### config.mk
export PLATFORM = sky130hd
export DESIGN_NAME = bt_basic_timer
export DESIGN_NICKNAME = d
export VERILOG_FILES = /design/src/design/bt_pkg.sv /design/src/design/bt_input_filter.sv /design/src/design/bt_cascade_select.sv /design/src/design/bt_basic_timer.sv
export SDC_FILE = /design/constraint.sdc
export NUM_CORES = 1
export LEC_CHECK = 0
export BUFFER_PORTS_ARGS = -buffer_cell sky130_fd_sc_hd__buf_2
export CORE_MARGIN = 2
export CORE_UTILIZATION = 49
export DETAILED_ROUTE_END_ITERATION = 7
export HOLD_SLACK_MARGIN = 0.15
export PLACE_DENSITY = 0.82
export RECOVER_POWER = 100
export SLEW_MARGIN = 10
export SYNTH_ARGS = -nofsm -noshare
export SYNTH_HDL_FRONTEND = slang
export SYNTH_SLANG_ARGS = --single-unit
### constraint.sdc
create_clock -name i_clock -period 3.9 [get_ports i_clock]
set_input_delay 0.585 -clock i_clock [delete_from_list [all_inputs] [get_ports i_clock]]
set_output_delay 0.585 -clock i_clock [all_outputs]
set_load 0.05 [all_outputs]
### src/design/bt_pkg.sv
// Shared constants and types for the basic timer
package bt_pkg;

  // Data path widths
  localparam int unsigned BT_COUNT_W = 16;
  localparam int unsigned BT_MODE_W = 2;
  localparam int unsigned BT_FILTER_W = 3;
  localparam int unsigned BT_CASCADE_SEL_W = 3;
  localparam int unsigned BT_CASCADE_SRC_N = 8;
  localparam int unsigned BT_FLAG_W = 2;

  // Bit positions in the flag-clear word
  localparam int unsigned BT_FLAG_WRAP_BIT = 0;
  localparam int unsigned BT_FLAG_TRIG_BIT = 1;

  // Values after reset
  localparam logic [15:0] BT_COUNT_RESET = 16'h0000;
  localparam logic [15:0] BT_PRESCALE_RESET = 16'h0000;
  localparam logic [2:0] BT_FILTER_CNT_RESET = 3'h0;

  // Cascade selector code that a timer must not pick for itself
  localparam logic [2:0] BT_SELF_CODE_DEFAULT = 3'h0;

  // Operating modes
  typedef enum logic [1:0] {
    BT_MODE_TIMER,
    BT_MODE_COUNTER,
    BT_MODE_TRIGGER,
    BT_MODE_GATED
  } bt_mode_t;

endpackage

### src/design/bt_input_filter.sv
`timescale 1ns/10ps
// Majority-free glitch filter: output follows the input only after the
// input has differed from it for a run of consecutive samples
module bt_input_filter (
  // Clock and reset
  input wire logic i_clock,
  input wire logic i_rst,
  // Synchronised pin level and filter depth, zero bypasses the filter
  input wire logic i_level,
  input wire logic [2:0] i_setting,
  // Filtered level
  output logic o_level
);

  typedef struct packed {
    logic [2:0] run;
    logic level;
  } bt_filt_state_t;

  bt_filt_state_t state_reg;
  bt_filt_state_t state_next;

  // Count consecutive mismatching samples and switch when the run is long enough
  always_comb begin
    state_next = state_reg;
    if (i_setting == bt_pkg::BT_FILTER_CNT_RESET) begin
      state_next.level = i_level;
      state_next.run = bt_pkg::BT_FILTER_CNT_RESET;
    end else if (i_level != state_reg.level) begin
      if (state_reg.run + 3'h1 >= i_setting) begin
        state_next.level = i_level;
        state_next.run = bt_pkg::BT_FILTER_CNT_RESET;
      end else begin
        state_next.run = state_reg.run + 3'h1;
      end
    end else begin
      state_next.run = bt_pkg::BT_FILTER_CNT_RESET;
    end
  end

  // State register
  always_ff @(posedge i_clock) begin
    if (i_rst) begin
      state_reg <= '0;
    end else begin
      state_reg <= state_next;
    end
  end

  assign o_level = state_reg.level;

endmodule

### src/design/bt_cascade_select.sv
`timescale 1ns/10ps
// Picks one cascade pulse out of the eight on-chip sources
module bt_cascade_select #(
  parameter logic [2:0] SELF_CODE = bt_pkg::BT_SELF_CODE_DEFAULT
) (
  // Overflow pulses: 0-2 basic timers, 3-6 general timers, 7 advanced master
  input wire logic [7:0] i_sources,
  // Selector code
  input wire logic [2:0] i_select,
  // Selected pulse
  output logic o_pulse
);

  // Own overflow is blocked so a misconfigured timer cannot feed itself
  always_comb begin
    if (i_select == SELF_CODE) begin
      o_pulse = 1'b0;
    end else begin
      o_pulse = i_sources[i_select];
    end
  end

endmodule

### src/design/bt_basic_timer.sv
// Contract
// - Two-bit mode: 00 timer, 01 counter, 10 trigger-start, 11 gated.
// - Timer mode counts prescaled bus clock while enable is set.
// - Count reaching reload gives overflow pulse and sets wrap flag.
// - Interrupt requested when wrap flag and its enable are both set.
// - Writing 0 to wrap bit of flag clear clears it; software must.
// - Timer period equals (prescale+1) times (reload+1) bus clocks.
// - Counter mode counts cascade input if source select 1, else pin.
// - Pin source is filtered and counted on edge chosen by active sense.
// - Trigger mode starts on enable write of 1 or a valid trigger.
// - Trigger comes from cascade input if source select 1, else pin edge.
// - Valid trigger sets enable, sets trigger flag, counts from held value.
// - Trigger mode: clearing enable halts at once; resume from held value.
// - Gated mode counts prescaled clock only with enable and active gate.
// - Gate is always the filtered pin, level chosen by active sense.
// - Gated mode stops at once when enable or gate drops; then resumes.
// - Overflow output feeds downstream timers to build wider counts.
// - First stage counts clock or pin; later stages count cascade pulses.
// - Three-bit cascade selector picks among eight timer sources.
// - All basic timers share one external count pin signal.
// - Active sense 0 means high or rising; 1 means low or falling.
// - Divide by prescale+1 on bus clock, by prescale on event sources.
// - Single run stops and clears enable on overflow; continuous wraps.
`timescale 1ns/10ps
module bt_basic_timer #(
  parameter logic [2:0] SELF_CODE = bt_pkg::BT_SELF_CODE_DEFAULT
) (
  // Clock and reset
  input wire logic i_clock,
  input wire logic i_rst,
  // Configuration
  input wire logic [1:0] i_mode,
  input wire logic i_single_run_select,
  input wire logic i_source_select,
  input wire logic i_active_sense,
  input wire logic [2:0] i_input_filter_setting,
  input wire logic [15:0] i_prescale_value,
  input wire logic [15:0] i_reload_value,
  input wire logic [2:0] i_cascade_source_select,
  // Software write strobes
  input wire logic i_enable_wr,
  input wire logic i_enable_wdata,
  input wire logic i_count_wr,
  input wire logic [15:0] i_count_wdata,
  input wire logic i_flag_clear_wr,
  input wire logic [1:0] i_flag_clear_wdata,
  // Interrupt enables
  input wire logic i_irq_enable_wrap,
  input wire logic i_irq_enable_trigger,
  // Cascade pulses and the shared pin
  input wire logic [7:0] i_cascade_sources,
  input wire logic i_external_count_pin,
  // Status and events
  output logic o_enable,
  output logic [15:0] o_count_value,
  output logic o_wrap_flag,
  output logic o_trigger_flag,
  output logic o_overflow,
  output logic o_irq
);

  typedef struct packed {
    logic pin_meta;
    logic pin_sync;
    logic filt_prev;
    logic enable;
    logic wrap_flag;
    logic trigger_flag;
    logic overflow;
    logic [15:0] count_value;
    logic [15:0] presc_cnt;
    logic [15:0] presc_active;
  } bt_state_t;

  bt_state_t state_reg;
  bt_state_t state_next;

  bt_pkg::bt_mode_t mode;
  logic filt_level;
  logic cascade_pulse;
  logic pin_edge;
  logic gate_active;
  logic trigger_event;
  logic clock_source;
  logic advance;
  logic [15:0] div_last;
  logic tick;
  logic wrap_hit;

  assign mode = bt_pkg::bt_mode_t'(i_mode);

  // Filter on the synchronised copy of the shared pin
  bt_input_filter u_filter (
    .i_clock(i_clock),
    .i_rst(i_rst),
    .i_level(state_reg.pin_sync),
    .i_setting(i_input_filter_setting),
    .o_level(filt_level)
  );

  // Cascade source multiplexer
  bt_cascade_select #(
    .SELF_CODE(SELF_CODE)
  ) u_cascade (
    .i_sources(i_cascade_sources),
    .i_select(i_cascade_source_select),
    .o_pulse(cascade_pulse)
  );

  // Pin edge, gate level and trigger detection
  always_comb begin
    pin_edge = i_active_sense ? (state_reg.filt_prev & ~filt_level)
                              : (~state_reg.filt_prev & filt_level);
    gate_active = filt_level ^ i_active_sense;
    trigger_event = (mode == bt_pkg::BT_MODE_TRIGGER) &&
                    (i_source_select ? cascade_pulse : pin_edge);
  end

  // Which mode lets the prescaler step this cycle
  always_comb begin
    clock_source = 1'b1;
    advance = 1'b0;
    case (mode)
      bt_pkg::BT_MODE_TIMER: begin
        advance = state_reg.enable;
      end
      bt_pkg::BT_MODE_COUNTER: begin
        clock_source = 1'b0;
        advance = state_reg.enable &&
                  (i_source_select ? cascade_pulse : pin_edge);
      end
      bt_pkg::BT_MODE_TRIGGER: begin
        advance = state_reg.enable;
      end
      bt_pkg::BT_MODE_GATED: begin
        advance = state_reg.enable && gate_active;
      end
      default: begin
        advance = 1'b0;
      end
    endcase
  end

  // Prescaler terminal value and counter step
  always_comb begin
    if (clock_source) begin
      div_last = state_reg.presc_active;
    end else if (state_reg.presc_active == bt_pkg::BT_PRESCALE_RESET) begin
      div_last = bt_pkg::BT_PRESCALE_RESET;
    end else begin
      div_last = state_reg.presc_active - 16'h0001;
    end
    tick = advance && (state_reg.presc_cnt >= div_last);
    wrap_hit = tick && (state_reg.count_value == i_reload_value);
  end

  // Next state of the timer
  always_comb begin
    state_next = state_reg;
    state_next.pin_meta = i_external_count_pin;
    state_next.pin_sync = state_reg.pin_meta;
    state_next.filt_prev = filt_level;
    state_next.overflow = wrap_hit;
    // Prescaler
    if (advance) begin
      state_next.presc_cnt = tick ? bt_pkg::BT_PRESCALE_RESET
                                  : state_reg.presc_cnt + 16'h0001;
    end
    // Counter, a reload below the count restarts from zero without overflow
    if (i_count_wr) begin
      state_next.count_value = i_count_wdata;
    end else if (tick) begin
      if (state_reg.count_value >= i_reload_value) begin
        state_next.count_value = bt_pkg::BT_COUNT_RESET;
      end else begin
        state_next.count_value = state_reg.count_value + 16'h0001;
      end
    end
    // Enable: software write, then hardware trigger set, then single-run clear
    if (i_enable_wr) begin
      state_next.enable = i_enable_wdata;
    end
    if (trigger_event) begin
      state_next.enable = 1'b1;
    end
    if (wrap_hit && i_single_run_select) begin
      state_next.enable = 1'b0;
    end
    // Flags: a set in the same cycle beats the clear
    if (i_flag_clear_wr && !i_flag_clear_wdata[bt_pkg::BT_FLAG_WRAP_BIT]) begin
      state_next.wrap_flag = 1'b0;
    end
    if (i_flag_clear_wr && !i_flag_clear_wdata[bt_pkg::BT_FLAG_TRIG_BIT]) begin
      state_next.trigger_flag = 1'b0;
    end
    if (wrap_hit) begin
      state_next.wrap_flag = 1'b1;
    end
    if (trigger_event) begin
      state_next.trigger_flag = 1'b1;
    end
    // New prescale takes effect on overflow or on enable rising
    if (wrap_hit || (!state_reg.enable && state_next.enable)) begin
      state_next.presc_active = i_prescale_value;
      state_next.presc_cnt = bt_pkg::BT_PRESCALE_RESET;
    end
  end

  // State register
  always_ff @(posedge i_clock) begin
    if (i_rst) begin
      state_reg <= '0;
    end else begin
      state_reg <= state_next;
    end
  end

  // Outputs
  assign o_enable = state_reg.enable;
  assign o_count_value = state_reg.count_value;
  assign o_wrap_flag = state_reg.wrap_flag;
  assign o_trigger_flag = state_reg.trigger_flag;
  assign o_overflow = state_reg.overflow;
  assign o_irq = (state_reg.wrap_flag && i_irq_enable_wrap) ||
                 (state_reg.trigger_flag && i_irq_enable_trigger);
endmodule

==> summary.txt <==
hold wc startpoint - i_single_run_select
Clock Latency Late Sink - 0.33 ns
CTS Sinks - 59
grt ovf - 0
Post-synth EDFFs - 0
Global Route Usage Sum - 23.6%
Clock Skew - 0.00547 ns
r2r setup slk - 0.16 ns
final instance area - 4890 µm²
CP cell instances - or3_1 -> nor4_4 -> nand2_2 -> nand2_1 -> ha_1 -> a22o_1 -> nor4_1 -> o21ai_0 -> a211o_2 -> and2_1 -> or3_1 -> buf_4 -> nor2_1
Sequential cell area - 1180 µm²
number of vias per cell - 5.70
clk root buf - clkbuf_8
status - completed
maximum clock insertion buffer count - 2
RSZ-0062 raised after global routing - false
crit-path leading delay family - simple AND/OR/NAND/NOR gates
Yosys top cell by area - dfxtp_1
R2R Path Start - state_reg[7]$_SDFFE_PP0P_
critical path type - flop to flop
die area - 9050 µm²
I/O Buffers - 97
syn nets - 611
most used cell, CP - or3_1
hold-critical path endpoint - o_enable$_SDFF_PP0_
Hold Path Cell Cnt - 2
Max FO, Critical Path - 14
Clock Pin Slew Worst Setup and Hold Paths - 0.07 ns
row count - 33
critical path launch point type - flop
Final Cycle Share - 95.9%
DRT antenna net count - 0
#FFs+latches synth - 59
Post-DP Area - 4640 µm²
critical path arrival - 4.00 ns
top-area cell type share of the netlist area - 29.0%
worst-margin pin slew - 0.866 ns
CP max-delay cell - or3_1
Power Dens Cells - 350 nW/µm²
share of layout cells above drive strength 1 - 22.1%
CTS H-Tree Depth - 3
CP Launch Point - state_reg[7]$_SDFFE_PP0P_
Worst Hold Class - primary input to flop
DRC viols - 0
Layout area overhead - 20.1%
slowest stage delay, CP - 0.53 ns
die height - 95.1 µm
DR vias - 3980
Inserted Clock Buffers - 9
Relative slew margins - 42.1%
largest net degree at the start of global routing - 40
share of the yosys chip area belonging to registers - 29.0%
R2R depth - 13
CORE AREA - 8130 µm²
drt total wl - 10200 µm
final setup violation count - 0
DR iter-0 viols - 225
max reg flops - 34
first-pass iteration count of the detailed router - 5
post-synthesis instance area - 4070 µm²
Starting Density - 50.0%
crit path time final - 3.74 ns
CP required - 4.17 ns
Syn. warnings - 0
FMAX - 268 MHz
count leader, synth - dfxtp_1
Leak - 2.22 nW
Setup WS pre-CTS - -0.113 ns
multi-input logic area - 2610 µm²
Async SR Flop Fraction - 0%
vias in the first global route - 3786
GP Congestion - 0.863
Crit. End Element - flop
RR Endpoint - state_reg[21]$_SDFFE_PP0P_
ANT cells - 0
cts hold-fix bufs - 0
initial antenna violation count - 0
Buf/Inv on CP - 1
Die Wd - 95.1 µm
Synth Area per Inst - 8.24 µm²
fillers - 666
Top Ports - 99
synthesized instance count - 494
NumNets Final - 705
first-pass GRT wire length - 16900 µm
Fin Hold WS - 0.421 ns
post-synthesis cell type count - 52
Peak supply drop - 186 µV
Main synth FF type - dfxtp_1
Pins Over Slew Limit - 0
post-DP HPWL - 7670 µm
Final Hold Vio Count - 0
CTS tree - done
top cells by count, synth - dfxtp_1 (59), nor2_1 (54), ha_1 (39)
final setup margin - 0.162 ns
Max Cap Violations - 0
WL per Instance - 14.5 µm
post-CTS setup buffers - 0
Area contributors post-synth - dfxtp_1 (29%), ha_1 (12%), nor2_1 (5.0%), mux2i_1 (4.9%), nand2_1 (3.4%)
==> worst max path at each step <==
stage / end / slack [ns] / cells past startpoint
after floorplan: state_reg[22]$_SDFFE_PP0P_ / 0.02 / 16
after detailed placement: state_reg[3]$_SDFFE_PP0P_ / -0.11 / 16
final: state_reg[21]$_SDFFE_PP0P_ / 0.16 / 13
after global routing: state_reg[30]$_SDFFE_PP0P_ / 0.003 / 13
after CTS: state_reg[21]$_SDFFE_PP0P_ / 0.09 / 14
after global placement: state_reg[3]$_SDFFE_PP0P_ / -0.03 / 16
==> cell type report <==
| cell class | instances | area share, % |
|---|---|---|
| multi-input combinational | 369 | 53.4 |
| sequential | 59 | 24.2 |
| timing repair buffer | 116 | 12.5 |
| clock buffer | 11 | 3.10 |
| tap | 105 | 2.69 |
| inverter | 33 | 2.53 |
| clock inverter | 5 | 1.54 |
==> routing by layer <==
metal | part of all wire (%) | GRT usage (%)
met4 | 1.8 | 11.1
met1 | 42 | 28.0
met2 | 51 | 41.1
met5 | 0 | 0
met3 | 5.8 | 4.03
==> worst register-to-register path, delay by kind of cell, from the launching register on <==
| family | cells | cell delay (ns) |
|---|---|---|
| buffers and inverters | 1 | 0.20 |
| AND/OR/NAND/NOR | 8 | 2.11 |
| adder cells (fa/ha/maj) | 1 | 0.24 |
| AO/OA/AOI/OAI | 3 | 0.77 |
| flip-flops | 1 | 0.35 |
==> logic make-up after synthesis <==
logic type	synth area share, %
xor gates and xnor gates	5.81
AOI/OAI and AO/OA	15.4
and+or+nand+nor	24.0
DFF	29.0
buffers and inverters	8.33
muxes	5.47
adders and majority gates	12.0
==> report_power, final <==
group | leakage [nW] | switching, W | total (W) | internal, W
combinational | 1.62 | 0.000234 | 0.000403 | 0.000170
clock | 0.119 | 0.000241 | 0.000632 | 0.000391
sequential | 0.482 | 0.0000455 | 0.000677 | 0.000632
==> stage by stage <==
| step | util (%) | setup TNS, ns | cells | power (W) |
|---|---|---|---|---|
| 6_report | 60.1 | 0 | 698 | 0.00171 |
| 5_1_grt | 60.1 | 0 | 698 | 0.00180 |
| 4_1_cts | 60.2 | 0 | 698 | 0.00173 |
| 3_5_place_dp | 57.1 | -1.68 | 682 | 0.00108 |
| 3_3_place_gp | 57.1 | -0.271 | 682 | 0.00106 |
| 2_1_floorplan | - | 0 | 494 | 0.000968 |
==> what timing repair did <==
item,CTS,global route
resized for setup,5,4
pin swaps,0,3
gates cloned,0,0
endpoints found under the setup margin,41,21
==> cell usage in the layout (no fill, tap or decap), types with 4 or more instances in the layout <==
master / Yosys / layout
clkbuf_1: 8 / 22
a21oi_1: 18 / 18
a211o_1: 9 / 9
nor4_1: 12 / 11
a21o_1: 5 / 5
a31oi_1: 4 / 4
nand3_1: 14 / 14
buf_2: 6 / 75
inv_1: 33 / 33
buf_4: 16 / 18
a32o_1: 8 / 8
nand4_1: 10 / 10
mux2i_1: 20 / 20
nand2_1: 37 / 36
nand2b_1: 5 / 4
and3_1: 5 / 5
dfxtp_1: 59 / 59
nor2_1: 54 / 53
xor2_1: 13 / 13
nor2b_1: 10 / 9
or3_1: 11 / 10
xnor2_1: 14 / 14
clkbuf_8: 0 / 11
ha_1: 39 / 39
o21ai_0: 14 / 14
nor3_1: 22 / 20
or2_2: 5 / 5
No activity file was read; power rests on OpenSTA's default activity.
